<file path="src/rtl/pslv_pkg.sv">
package pslv_pkg;

   // ==========================================================
   // Register map, byte addresses on the bus.
   localparam logic [7:0] ADR_DATA = 8'h00;
   localparam logic [7:0] ADR_CSD  = 8'h04;
   localparam logic [7:0] ADR_DDIR = 8'h08;
   localparam logic [7:0] ADR_CLAT = 8'h0C;
   localparam logic [7:0] ADR_IRQ  = 8'h10;

   // ==========================================================
   // Field positions.
   localparam int CSD_IBF  = 7;
   localparam int CSD_OBF  = 6;
   localparam int CSD_OVR  = 5;
   localparam int CSD_MODE = 4;
   localparam int IRQ_FLAG = 0;
   localparam int IRQ_EN   = 1;

   // ==========================================================
   // Values after reset and phase counts.
   localparam logic [7:0] DDIR_RST  = 8'hFF;
   localparam logic [2:0] CDIR_RST  = 3'h7;
   localparam logic [7:0] LATCH_RST = 8'h00;
   localparam logic [1:0] PH_RST    = 2'h0;
   localparam logic [1:0] PH_TWO    = 2'h1;
   localparam logic [1:0] PH_FOUR   = 2'h3;

   // ==========================================================
   // Types.
   typedef enum logic [1:0] {
      PS_IDLE      = 2'h0,
      PS_ACTIVE    = 2'h1,
      PS_WAIT_TWO  = 2'h3,
      PS_WAIT_FOUR = 2'h2
   } pslv_xfer_t;

   // Strobes and data of the external bus; order matches the pins.
   typedef struct packed {
      logic       cs_n;
      logic       wr_n;
      logic       rd_n;
      logic [7:0] data;
   } pslv_pins_t;

   localparam pslv_pins_t PINS_IDLE = '{cs_n: 1'h1, wr_n: 1'h1,
                                        rd_n: 1'h1, data: 8'h00};

   typedef struct packed {
      pslv_pins_t meta;
      pslv_pins_t stable;
   } pslv_sync_st_t;

   typedef struct packed {
      logic [1:0] cnt;
   } pslv_phase_st_t;

   typedef struct packed {
      pslv_xfer_t xfer;
      logic       is_wr;
      logic       mode;
      logic       input_full_flag;
      logic       output_full_flag;
      logic       ovr;
      logic [2:0] cdir;
      logic [7:0] ddir;
      logic [7:0] in_latch;
      logic [7:0] out_latch;
      logic [7:0] stage;
      logic [2:0] clat;
      logic       irq_flag;
      logic       irq_en;
      logic       ack;
      logic [7:0] rdata;
   } pslv_state_t;

   localparam pslv_state_t ST_RST = '{
      xfer: PS_IDLE, is_wr: 1'h0, mode: 1'h0, input_full_flag: 1'h0, output_full_flag: 1'h0,
      ovr: 1'h0, cdir: CDIR_RST, ddir: DDIR_RST, in_latch: LATCH_RST,
      out_latch: LATCH_RST, stage: LATCH_RST, clat: 3'h0,
      irq_flag: 1'h0, irq_en: 1'h0, ack: 1'h0, rdata: 8'h00};

endpackage : pslv_pkg

</file>
<file path="src/rtl/pslv_top.sv">
// The implementer's own choices: the placing of the registers and the Wishbone register port.
`timescale 1ns/1ps
// ==========================================================
// Contract
// - Enable bit selects slave port, else GPIO.
// - Enable turns control pins into strobes.
// - Separate inbound and outbound latches, one address.
// - Slave mode ignores data direction register.
// - Write: select and write low, capture.
// - Write end sets input full later.
// - Write end sets interrupt flag too.
// - CPU data read clears input full.
// - Write while full sets overrun, keeps byte.
// - Overrun sticks until software writes zero.
// - Read: drive latch, clear output full.
// - Read end sets interrupt flag later.
// - CPU write sets output full.
// - Disabled mode holds both full flags clear.
// - Interrupt flag latched, request needs enable.
// - Sleep still completes transfers, wakes.
// - Reset disables slave port mode.
// - High select ignores all strobes.
// - Control directions: one input, reset one.

module pslv_top (
   input  wire logic        clock_i,     // System clock, 100 MHz.
   input  wire logic        rst_i,       // Synchronous reset.
   input  wire logic        ce_i,        // Clock enable.
   input  wire logic        wb_cyc_i,    // Bus cycle.
   input  wire logic        wb_stb_i,    // Bus strobe.
   input  wire logic        wb_we_i,     // Bus write.
   input  wire logic [7:0]  wb_adr_i,    // Byte address.
   input  wire logic [31:0] wb_dat_i,    // Write data.
   input  wire logic [3:0]  wb_sel_i,    // Byte enables.
   output logic      [31:0] wb_dat_o,    // Read data.
   output logic             wb_ack_o,    // Acknowledge.
   input  wire logic [7:0]  data_in_i,   // Data pin levels.
   output logic      [7:0]  data_out_o,  // Data pin drive.
   output logic      [7:0]  data_oe_n_o, // Data enable, low drives.
   input  wire logic [2:0]  ctrl_in_i,   // Control pin levels.
   output logic      [2:0]  ctrl_out_o,  // Control pin drive.
   output logic      [2:0]  ctrl_oe_n_o, // Control enable, low drives.
   input  wire logic        sleep_i,     // Processor asleep.
   output logic             irq_req_o,   // Interrupt request.
   output logic             wake_o       // Wake from sleep.
);

   // ==========================================================
   // Address decode shared by reads and writes.
   function automatic logic reg_hit(input logic [7:0] adr,
                                    input logic [7:0] off);
      reg_hit = (adr[7:2] == off[7:2]);
   endfunction : reg_hit

   // ==========================================================
   // Declarations.
   pslv_pkg::pslv_state_t st_reg;
   pslv_pkg::pslv_state_t st_next;
   pslv_pkg::pslv_pins_t  raw;
   pslv_pkg::pslv_pins_t  syn;
   logic                  phase_two;
   logic                  phase_four;
   logic                  req;
   logic                  first;
   logic                  wr_go;
   logic                  rd_first;
   logic [7:0]            wdat;
   logic                  rd_drive;
   logic                  sel;

   // ==========================================================
   // Strobes and data enter through the synchroniser together,
   // so captured data keeps step with the strobes.
   assign raw = {ctrl_in_i, data_in_i};

   pslv_sync u_sync (
      .clock_i (clock_i),
      .rst_i   (rst_i),
      .ce_i    (ce_i),
      .pins_i  (raw),
      .pins_o  (syn)
   );

   // Instruction clock phases.
   pslv_phase u_phase (
      .clock_i      (clock_i),
      .rst_i        (rst_i),
      .ce_i         (ce_i),
      .phase_two_o  (phase_two),
      .phase_four_o (phase_four)
   );

   // ==========================================================
   // Bus request qualifiers.
   assign req      = wb_cyc_i & wb_stb_i;
   assign first    = req & ~st_reg.ack;
   assign wr_go    = req & st_reg.ack & wb_we_i & wb_sel_i[0];
   assign rd_first = first & ~wb_we_i;
   assign wdat     = wb_dat_i[7:0];
   assign sel      = ~syn.cs_n;

   // ==========================================================
   // Next state: bus, software effects, then the transfer FSM,
   // so that hardware sets override software clears.
   always_comb begin
      st_next     = st_reg;
      st_next.ack = first;

      // Read data is captured in the first cycle of a request.
      if (first) begin
         st_next.rdata = 8'h00;
         if (reg_hit(wb_adr_i, pslv_pkg::ADR_DATA)) begin
            st_next.rdata = st_reg.mode ? st_reg.in_latch
                                        : syn.data;
         end else if (reg_hit(wb_adr_i, pslv_pkg::ADR_CSD)) begin
            st_next.rdata = {st_reg.input_full_flag, st_reg.output_full_flag, st_reg.ovr,
                             st_reg.mode, 1'h0, st_reg.cdir};
         end else if (reg_hit(wb_adr_i, pslv_pkg::ADR_DDIR)) begin
            st_next.rdata = st_reg.ddir;
         end else if (reg_hit(wb_adr_i, pslv_pkg::ADR_CLAT)) begin
            st_next.rdata = {5'h00, syn.cs_n, syn.wr_n, syn.rd_n};
         end else if (reg_hit(wb_adr_i, pslv_pkg::ADR_IRQ)) begin
            st_next.rdata = {6'h00, st_reg.irq_en, st_reg.irq_flag};
         end
      end

      // Reading the inbound latch empties it.
      if (rd_first && st_reg.mode &&
          reg_hit(wb_adr_i, pslv_pkg::ADR_DATA)) begin
         st_next.input_full_flag = 1'h0;
      end

      // Software writes take effect at the acknowledge edge.
      if (wr_go) begin
         if (reg_hit(wb_adr_i, pslv_pkg::ADR_DATA)) begin
            st_next.out_latch = wdat;
            st_next.output_full_flag       = 1'h1;
         end else if (reg_hit(wb_adr_i, pslv_pkg::ADR_CSD)) begin
            st_next.mode = wdat[pslv_pkg::CSD_MODE];
            st_next.cdir = wdat[2:0];
            if (!wdat[pslv_pkg::CSD_OVR]) begin
               st_next.ovr = 1'h0;
            end
         end else if (reg_hit(wb_adr_i, pslv_pkg::ADR_DDIR)) begin
            st_next.ddir = wdat;
         end else if (reg_hit(wb_adr_i, pslv_pkg::ADR_CLAT)) begin
            st_next.clat = wdat[2:0];
         end else if (reg_hit(wb_adr_i, pslv_pkg::ADR_IRQ)) begin
            st_next.irq_en = wdat[pslv_pkg::IRQ_EN];
            if (!wdat[pslv_pkg::IRQ_FLAG]) begin
               st_next.irq_flag = 1'h0;
            end
         end
      end

      // External transfers run only in slave mode, sleep or not.
      if (st_reg.mode) begin
         case (st_reg.xfer)
            pslv_pkg::PS_IDLE: begin
               if (sel && !syn.wr_n) begin
                  st_next.xfer  = pslv_pkg::PS_ACTIVE;
                  st_next.is_wr = 1'h1;
                  st_next.stage = syn.data;
               end else if (sel && !syn.rd_n) begin
                  st_next.xfer  = pslv_pkg::PS_ACTIVE;
                  st_next.is_wr = 1'h0;
                  st_next.output_full_flag   = 1'h0;
               end
            end
            pslv_pkg::PS_ACTIVE: begin
               if (st_reg.is_wr) begin
                  if (syn.cs_n || syn.wr_n) begin
                     st_next.xfer = pslv_pkg::PS_WAIT_TWO;
                  end else begin
                     st_next.stage = syn.data;
                  end
               end else if (syn.cs_n || syn.rd_n) begin
                  st_next.xfer = pslv_pkg::PS_WAIT_TWO;
               end
            end
            pslv_pkg::PS_WAIT_TWO: begin
               if (phase_two) begin
                  st_next.xfer = pslv_pkg::PS_WAIT_FOUR;
               end
            end
            pslv_pkg::PS_WAIT_FOUR: begin
               if (phase_four) begin
                  st_next.xfer     = pslv_pkg::PS_IDLE;
                  st_next.irq_flag = 1'h1;
                  if (st_reg.is_wr && st_reg.input_full_flag) begin
                     st_next.ovr = 1'h1;
                  end else if (st_reg.is_wr) begin
                     st_next.in_latch = st_reg.stage;
                     st_next.input_full_flag      = 1'h1;
                  end
               end
            end
            default: begin
               st_next.xfer = pslv_pkg::PS_IDLE;
            end
         endcase
      end

      // Leaving or staying out of slave mode empties both flags.
      if (!st_next.mode) begin
         st_next.input_full_flag  = 1'h0;
         st_next.output_full_flag  = 1'h0;
         st_next.xfer = pslv_pkg::PS_IDLE;
      end
   end

   // ==========================================================
   // State register; any reset returns to plain I/O.
   always_ff @(posedge clock_i) begin
      if (rst_i) begin
         st_reg <= pslv_pkg::ST_RST;
      end else if (ce_i) begin
         st_reg <= st_next;
      end
   end

   // ==========================================================
   // Pins. A selected read drives the outbound latch; otherwise
   // slave mode leaves all pins as inputs whatever the directions.
   assign rd_drive    = st_reg.mode & sel & ~syn.rd_n;
   assign data_out_o  = st_reg.out_latch;
   assign data_oe_n_o = st_reg.mode ? {8{~rd_drive}}
                                    : st_reg.ddir;
   assign ctrl_out_o  = st_reg.clat;
   assign ctrl_oe_n_o = st_reg.mode ? 3'h7
                                    : st_reg.cdir;

   // Interrupt request and wake.
   assign irq_req_o = st_reg.irq_flag & st_reg.irq_en;
   assign wake_o    = irq_req_o & sleep_i;

   // Bus answer.
   assign wb_dat_o = {24'h000000, st_reg.rdata};
   assign wb_ack_o = st_reg.ack;

   logic end_step;
   assign end_step = ce_i && st_reg.mode && !wr_go &&
                     st_reg.xfer == pslv_pkg::PS_WAIT_FOUR &&
                     phase_four;
endmodule : pslv_top

</file>
<file path="src/rtl/pslv_sync.sv">
`timescale 1ns/1ps

module pslv_sync (
   input  wire logic                clock_i, // System clock.
   input  wire logic                rst_i,   // Synchronous reset.
   input  wire logic                ce_i,    // Clock enable.
   input  wire pslv_pkg::pslv_pins_t pins_i, // Raw strobes and data.
   output pslv_pkg::pslv_pins_t      pins_o  // Synchronised copy.
);

   // ==========================================================
   // Two stages; the first stage feeds only the second.
   pslv_pkg::pslv_sync_st_t st_reg;
   pslv_pkg::pslv_sync_st_t st_next;

   // Next state shifts the pins through both stages.
   always_comb begin
      st_next        = st_reg;
      st_next.meta   = pins_i;
      st_next.stable = st_reg.meta;
   end

   // State register, idle strobes after reset.
   always_ff @(posedge clock_i) begin
      if (rst_i) begin
         st_reg <= '{meta: pslv_pkg::PINS_IDLE,
                     stable: pslv_pkg::PINS_IDLE};
      end else if (ce_i) begin
         st_reg <= st_next;
      end
   end

   // Only the second stage is visible.
   assign pins_o = st_reg.stable;

endmodule : pslv_sync

</file>
<file path="src/rtl/pslv_phase.sv">
`timescale 1ns/1ps

module pslv_phase (
   input  wire logic clock_i,      // System clock.
   input  wire logic rst_i,        // Synchronous reset.
   input  wire logic ce_i,         // Clock enable.
   output logic      phase_two_o,  // High in the second phase.
   output logic      phase_four_o  // High in the fourth phase.
);

   // ==========================================================
   // Four phases make one instruction cycle.
   pslv_pkg::pslv_phase_st_t st_reg;
   pslv_pkg::pslv_phase_st_t st_next;

   // The counter wraps from the fourth phase to the first.
   always_comb begin
      st_next     = st_reg;
      st_next.cnt = st_reg.cnt + 2'h1;
   end

   // State register.
   always_ff @(posedge clock_i) begin
      if (rst_i) begin
         st_reg.cnt <= pslv_pkg::PH_RST;
      end else if (ce_i) begin
         st_reg <= st_next;
      end
   end

   // Phase decode.
   assign phase_two_o  = (st_reg.cnt == pslv_pkg::PH_TWO);
   assign phase_four_o = (st_reg.cnt == pslv_pkg::PH_FOUR);
endmodule : pslv_phase

</file>
<file path="config.mk">
export PLATFORM = sky130hd
export DESIGN_NAME = pslv_top
export DESIGN_NICKNAME = d
export VERILOG_FILES = /design/src/rtl/pslv_pkg.sv /design/src/rtl/pslv_top.sv /design/src/rtl/pslv_sync.sv /design/src/rtl/pslv_phase.sv
export SDC_FILE = /design/constraint.sdc
export NUM_CORES = 1
export LEC_CHECK = 0
export BUFFER_PORTS_ARGS = -buffer_cell sky130_fd_sc_hd__buf_2
export CORE_ASPECT_RATIO = 0.6
export CORE_MARGIN = 10
export CORE_UTILIZATION = 50
export CTS_BUF_LIST = sky130_fd_sc_hd__clkbuf_4 sky130_fd_sc_hd__clkbuf_8
export DETAILED_ROUTE_END_ITERATION = 7
export PLACE_DENSITY = 0.83
export SETUP_SLACK_MARGIN = 0.4
export SYNTH_ARGS = -nofsm -noshare
export SYNTH_HDL_FRONTEND = slang
export SYNTH_SLANG_ARGS = --single-unit
</file>
<file path="constraint.sdc">
create_clock -name clock_i -period 3.24 [get_ports clock_i]
set_input_delay 0.486 -clock clock_i [delete_from_list [all_inputs] [get_ports clock_i]]
set_output_delay 0.486 -clock clock_i [all_outputs]
set_load 0.05 [all_outputs]
</file>
==> results of run 1 <==
-- routing by layer --
layer | GRT usage | share of wire | routed length, µm
met1 | 0.198 | 0.43 | 3920
met2 | 0.239 | 0.45 | 4100
met3 | 0.0703 | 0.10 | 946
met4 | 0.0487 | 0.014 | 128
met5 | 0 | 0 | 0
-- final cells by class --
cell class | count | area (µm²) | share of cell area
clock inverters | 6 | 67.6 | 0.0162
repair buffers | 73 | 385 | 0.0925
flip-flops and latches | 80 | 1600 | 0.384
clock buffers | 10 | 131 | 0.0315
well taps | 104 | 130 | 0.0312
multi-input cells | 297 | 1830 | 0.439
inverters | 6 | 22.5 | 0.00540
-- critical path, stage by stage (launching register included) --
cell and delay (ps):
dfxtp_1 600, inv_1 230, nor3_1 210, buf_4 210, nor2_1 70, buf_2 210
-- power breakdown --
group          switching [mW]  leakage (nW)  total [mW]  internal [mW]
clock network           0.372        0.0967       0.740          0.368
logic                   0.151          1.02       0.206         0.0550
registers              0.0186         0.649        1.02           1.00
-- final timing paths --
check	cells past startpoint	slack, ps	to	from
max	5	860	data_oe_n_o[4]	st_reg[52]
min	3	330	u_sync.st_next[8]	ctrl_in_i[0]
max reg2reg	5	1060	st_reg[20]	st_reg[52]
min reg2reg	2	450	data_out_o[7]	data_out_o[7]
-- cell usage after synthesis (all sizes together) (5+ instances only) --
master	count
dfxtp	80
nor2	61
buf	50
mux2i	49
nand2	45
a21oi	19
nand3	17
clkbuf	16
o21ai	8
inv	6
a211oi	5
a221oi	5
mux2	5
nand2b	5
nor4	5
-- kinds of logic (layout without fill, tap and decap cells) --
family | after synthesis | count (layout) | synth area share
xor+xnor | 1 | 1 | 0.00231
mux | 54 | 54 | 0.144
fa+ha+maj | 2 | 2 | 0.00661
buf+inv | 72 | 95 | 0.117
other cells | 1 | 24 | 0.000990
flops | 80 | 80 | 0.423
simple gates | 159 | 159 | 0.203
compound gates | 57 | 57 | 0.103
-- through the flow --
step / utilization / setup slack, ps / power [mW]
floorplan: - / 1140 / 1.22
global placement: 0.542 / 926 / 1.24
detailed placement: 0.542 / 838 / 1.25
CTS: 0.569 / 878 / 1.98
global route: 0.569 / 763 / 2.05
finish: 0.569 / 860 / 1.97
==> out/metrics.cfg, run 1 <==
[clock_network]
cts_tree=yes
clock-sinks=80
cts_hold_buf=0
clkLatencyLatePin_ps=370
cts_resized=0
cts_setup_buffers=0
clk_path_buf_depth=2
cts_buffers=9
htree_num_levels=3
clk_pin_slew_ps=80
cts_root_buf=clkbuf_8

[detailed_routing]
vias=3023
dr.pass1.iters=4
drt-total-wl_um=9100
vias_per_cell=5.25
drtIter0Drc=225
antenna_left=0
drc=0
route.detailed.wl_per_inst_um=15.8

[yosys]
synth-async-reset-ratio=0
synth_top_area_frac=0.423
yosysUniqueCellTypes=53
synth_edf_count=0
syn_inst=426
synth_area_leaders=dfxtp_1 42%, mux2i_1 13%, buf_4 8.5%
ys_warn_count=0
yosysTopAreaCell=dfxtp_1
yosys_most_used_dff=dfxtp_1
syn_area_mm2=0.00379
ys_seq_area_frac=0.423
synth_area_per_cell_um2=8.89
synth_seq_cells=80

[hold_path]
worstHoldPathType=primary input to flop

[setup_path]
end_kind=primary output
critPathMaxFanout=10
cp.required_ps=2750
path_class=flop to primary output
critPathLaunchType=flop
cp.arrival_ps=1890

[global_routing]
grt_overflow_total=0
first_global_vias=2965
grt_pass1_wl_um=14900
grt_max_degree=60
grt_use_total=0.158
antenna_found_initial=0

[floorplan]
die_w_um=132
die_area_mm2=0.0116
start_util=0.517
io_pins=119
die_y_um=87.4
core_area_mm2=0.00733
placementRows=24

[placed_design]
place.gp.congestion=0.834
io_buffers=65
placed_area_mm2=0.00397
hpwlAfterDp_um=6850
placed_cells=560

[final_layout]
n_antenna_cell=0
stdcell_count=576
fillers=684
final_cell_mix=80 x dfxtp_1, 65 x buf_2, 61 x nor2_1, 49 x mux2i_1, 45 x nand2_1
final_nets=531
layout_commonest_cell=dfxtp_1
drive_gt1_frac=0.220
design_area_mm2=0.00417
syn_to_final_growth_pct=10.0
largest_reg_flops=36

[pwr]
ir_worst_vdd_mv=0.292
powerDensity_mw_per_mm2=472
p_leak_nw=1.76

[timing]
period_minus_slack_ps=2380
fin_worst_skew_ps=7.06
min_period_over_period=0.735
finalMaxSlewViolations=0
worst_slew_pin_slew_ps=624
fin_tns_setup_ps=0
rsz0062_at_grt=no
slew_headroom=0.580
hold_viol_final=0
setup_viol=0
fmax_mhz=420
hold_ws_ps=333

[run]
drv_cap=0

[status]
status=completed

Power figures use the tool's default switching activity.
==> inputs of run 2 (changes only) <==
clock period = 2.21 ns   (was 3.24 ns; I/O delays follow)
==> run 2 against run 1 <==
Effect of this change:
- worst hold slack worse by 150 ps
- combinational power grew 59%
- first-iteration DRC count increased by 60%
- total power increased by 47%
- largest cell class unchanged
==> out/metrics.cfg, run 2 (synthesis gave the netlist of run 1 again) <==
[detailed_routing]
vias=3173
antenna_left=0
route.detailed.wl_per_inst_um=16.8
drtIter0Drc=360
vias_per_cell=5.37
drc=0
dr.pass1.iters=7
drt-total-wl_um=9900

[timing]
setup_viol=0
fmax_mhz=539
layout_setup_ws_ps=355
hold_viol_final=0
finalMaxSlewViolations=0
fin_worst_skew_ps=13.6
min_period_over_period=0.839
slew_headroom=0.585
worst_slew_pin_slew_ps=622
fin_tns_setup_ps=0
period_minus_slack_ps=1850
rsz0062_at_grt=yes

[floorplan]
start_util=0.517
core_area_mm2=0.00733
die_y_um=87.4
die_area_mm2=0.0116
die_w_um=132
io_pins=119
placementRows=24

[final_layout]
stdcell_count=591
syn_to_final_growth_pct=18.0
drive_gt1_frac=0.275
n_antenna_cell=0
design_area_mm2=0.00447
final_nets=546
fillers=647
layout_commonest_cell=dfxtp_1
final_cell_mix=78 x dfxtp_1, 55 x buf_2, 53 x nor2_1, 48 x mux2i_1, 45 x nand2_1
largest_reg_flops=36

[setup_path]
crit_slowest_cell=dfxtp_4
rr_startpoint=st_reg[52]
path_class=flop to primary output
critical_path.max_stage_delay_ps=360
critPathLaunchType=flop
cp_common_cell=buf_6
critPathTopFamily=buffers and inverters
cp.arrival_ps=1520
crit_cells=6
cp.required_ps=1880
worstRegToRegCells=7
path_cells=buf_6, clkinvlp_4, nor3_4, buf_6, nor2_4, buf_8
end_kind=primary output
crit_buf_inv=4
crit_start=st_reg[52]
critPathMaxFanout=4

[status]
status=completed

[clock_network]
clkLatencyLatePin_ps=370
cts_buffers=9
cts_hold_buf=0
clk_pin_slew_ps=90
htree_num_levels=3
cts_root_buf=clkbuf_8
cts_tree=yes
clock-sinks=80
clk_path_buf_depth=2

[placed_design]
placed_cells=564
io_buffers=65
place_ws_ps=20.0
place.gp.congestion=0.893
hpwlAfterDp_um=7100
placed_area_mm2=0.00403

[pwr]
ir_worst_vdd_mv=0.359
powerDensity_mw_per_mm2=649
p_leak_nw=1.93

[global_routing]
grt_max_degree=33
grt_use_total=0.167
grt_overflow_total=0
first_global_vias=3007
grt_pass1_wl_um=15600
antenna_found_initial=0

[hold_path]
min_from=ctrl_in_i[0]
min_delay_path_depth=3
worstHoldPathType=primary input to flop

[run]
drv_cap=0

[run 2: cell count changes in the layout (fill, tap and decap cells not counted), moves of 2 or more]
cell / change
buf_4: +9
buf_2: -10
buf_6: +11
nor2_2: +4
nor2_1: -8
dfxtp_1: -2
buf_8: +4
nor2_4: +4
[run 2: path summary, 6_finish.rpt]
kind         slack, ps                end
max                360     data_oe_n_o[4]
min                190  u_sync.st_next[8]
max reg2reg        420         st_reg[30]
min reg2reg        460      data_out_o[7]
[run 2: through the flow]
step | total power, mW | hold slack (ps) | utilization
floorplan | 1.79 | 437 | -
global placement | 1.83 | 439 | 0.550
detailed placement | 1.84 | 447 | 0.550
CTS | 2.92 | 172 | 0.597
global route | 3.03 | 182 | 0.610
finish | 2.90 | 185 | 0.610
[run 2: tightest hold or removal path, stage by stage]
cell and delay [ps]:
buf_2 80, mux2i_1 50, nand2_1 50
[run 2: per-layer routing]
metal  share of wire  vias to the layer above  track usage
met5               0                        -            0
li1                -                     1518            -
met2            0.45                      153        0.260
met1            0.43                     1488        0.206
met4           0.016                        0       0.0606
met3            0.10                       14       0.0651
[run 2: final cells by class]
class	instances	area [µm²]	area share
multi-input cells	297	1910	0.428
flip-flops and latches	80	1610	0.359
repair buffers	88	594	0.133
clock buffers	10	131	0.0294
well taps	104	130	0.0291
clock inverters	6	67.6	0.0151
inverters	6	26.3	0.00588
[run 2: power breakdown]
| group | total, mW | switching (mW) | internal [mW] | leakage [nW] |
|---|---|---|---|---|
| sequential | 1.50 | 0.0251 | 1.47 | 0.651 |
| combinational | 0.328 | 0.235 | 0.0926 | 1.18 |
| clock | 1.08 | 0.540 | 0.538 | 0.0963 |
| total | 2.90 | 0.800 | 2.10 | 1.93 |
[run 2: repair_timing]
action | 4_1_cts | 5_1_grt
resized for setup | 33 | 16
hold endpoints to repair | 0 | 0
buffers inserted | 4 | 5
cloned | 1 | 1
pin swaps | 2 | 6
setup endpoints to repair | 15 | 50
==> inputs of run 3 (changes only) <==
CORE_UTILIZATION = 48   (was 50)
PLACE_DENSITY = 0.84   (was 0.83)
clock period = 1.65 ns   (was 2.21 ns; I/O delays follow)
==> run 3 against run 2 <==
Effect of this change:
- the run now ends with setup timing left
- utilization up 14 points
- routed wire length up 49%
- first-iteration DRC count up 26%
- clock-buffer cell count down 1
- worst setup slack worse by 560 ps
- register-to-register slack worse by 630 ps
- sequential cell count unchanged
- design area up 26%
- worst hold slack worse by 100 ps
- via count up 20%
- critical path type is now flop to flop
- largest power group unchanged
- highest routed layer unchanged
==> out/metrics.cfg, run 3 (synthesis gave the netlist of run 1 again) <==
[clock_network]
clkLatencyLatePin_ps=390
clk_pin_slew_ps=90
htree_num_levels=3
clk_path_buf_depth=2
clock-sinks=80
cts_buffers=9
cts_tree=yes
cts_hold_buf=0
cts_root_buf=clkbuf_8

[setup_path]
path_cells=buf_4, buf_6, nand2_4, or3_4, nor3_4, buf_12, mux2i_1, nor2_1
crit_start=st_reg[52]
worstRegToRegCells=8
crit_slowest_cell=dfxtp_4
rr_startpoint=st_reg[52]
rrSetupSlack_ps=-210
critPathMaxFanout=8
critical_path.max_stage_delay_ps=380
cp.arrival_ps=2130
end_kind=flop
critPathLaunchType=flop
path_class=flop to flop
cp.required_ps=1920
critPathCapture=st_reg[18]
rr_endpoint=st_reg[18]

[final_layout]
multi_input_area_mm2=0.00243
layout_commonest_cell=dfxtp_1
ff_latch_area_mm2=0.00163
final_cell_mix=69 x dfxtp_1, 50 x buf_4, 47 x nor2_1, 44 x mux2i_1, 33 x buf_6
largest_reg_flops=36
n_antenna_cell=0
stdcell_count=635
drive_gt1_frac=0.490
final_util=0.752
final_nets=590
fillers=443
syn_to_final_growth_pct=48.4

[hold_path]
worstHoldPathType=primary input to flop

[timing]
fin_worst_skew_ps=14.1
rsz0062_at_grt=yes
slew_headroom=0.549
worst_slew_pin_slew_ps=676
period_minus_slack_ps=1860
min_period_over_period=1.13
fin_tns_setup_ps=-3150
setup_viol=28
fmax_mhz=539
hold_viol_final=0
finalMaxSlewViolations=0
layout_setup_ws_ps=-206

[pwr]
ir_worst_vdd_mv=0.439
powerDensity_mw_per_mm2=737
p_leak_nw=2.35

[status]
violations=setup timing
status=finished, violations left

[detailed_routing]
route.detailed.wl_per_inst_um=23.2
vias_per_cell=5.97
antenna_left=0
dr.pass1.iters=6
drt-total-wl_um=14800
vias=3792
drtIter0Drc=454
drc=0

[placed_design]
io_buffers=65
hpwlAfterDp_um=7940
place.gp.congestion=0.900
placed_cells=581

[global_routing]
grt_pass1_wl_um=19200
grt_use_total=0.204
grt_max_degree=34
first_global_vias=3599
antenna_found_initial=0
grt_overflow_total=0

[floorplan]
die_w_um=135
die_y_um=88.8
start_util=0.507
placementRows=24
io_pins=119
die_area_mm2=0.0120
core_area_mm2=0.00748

[run]
drv_cap=0

-- run 3: cell types whose count changed in the layout (fill, tap and decap cells not counted), sizes merged --
cell,change
inv,+3
clkinvlp,-2
buf,+39
bufbuf,+1
clkbuf,+3
-- run 3: power breakdown --
part | switching (mW) | leakage (nW) | internal [mW] | total, mW
Sequential | 0.0358 | 0.654 | 1.97 | 2.00
Clock | 0.834 | 0.101 | 0.715 | 1.55
Combinational | 0.393 | 1.60 | 0.196 | 0.590
-- run 3: worst min-delay path by stage --
stage                        end  cells after the start     startpoint  slack [ps]
3_3_place_gp       data_out_o[5]                      2  data_out_o[5]         440
5_1_grt        u_sync.st_next[8]                      3   ctrl_in_i[0]          80
2_1_floorplan         st_reg[38]                      2    wb_dat_i[0]         380
6_report       u_sync.st_next[8]                      3   ctrl_in_i[0]          80
4_1_cts        u_sync.st_next[8]                      3   ctrl_in_i[0]          70
3_5_place_dp       data_out_o[4]                      2  data_out_o[4]         440
-- run 3: repair_timing --
| item | CTS | global route |
|---|---|---|
| gates cloned | 3 | 0 |
| setup endpoints to repair | 78 | 78 |
| pin swaps | 34 | 45 |
| resized for setup | 123 | 76 |
| setup buffers | 14 | 21 |
-- run 3: layer usage --
layer  track usage  vias to the layer above  routed length, µm
met5             0                        -                  0
met4        0.0983                        0                877
met3        0.0724                       90               1500
met2         0.345                      295               7150
met1         0.229                     1796               5220
li1              -                     1611                  -
-- run 3: cell type report --
class	count	area share
multi-input cells	297	0.432
flip-flops and latches	80	0.289
clock inverters	7	0.0138
clock buffers	9	0.0220
well taps	104	0.0232
inverters	6	0.00534
repair buffers	132	0.214
-- run 3: critical path, delay by kind of cell (launching register included) --
kind	cells	cell delay (ps)
DFF	1	380
buffers and inverters	3	400
muxes	1	270
and+or+nand+nor	4	680
-- run 3: metrics by stage --
stage          setup slack (ps)  instance area (µm²)  hold WS (ps)  power, mW
2_1_floorplan             -79.2                 4130           376       2.42
4_1_cts                    -142                 5160          71.4       4.03
3_3_place_gp               -206                 4370           435       2.48
3_5_place_dp               -300                 4370           440       2.50
6_report                   -206                 5620          80.6       4.14
5_1_grt                    -248                 5620          83.2       4.26
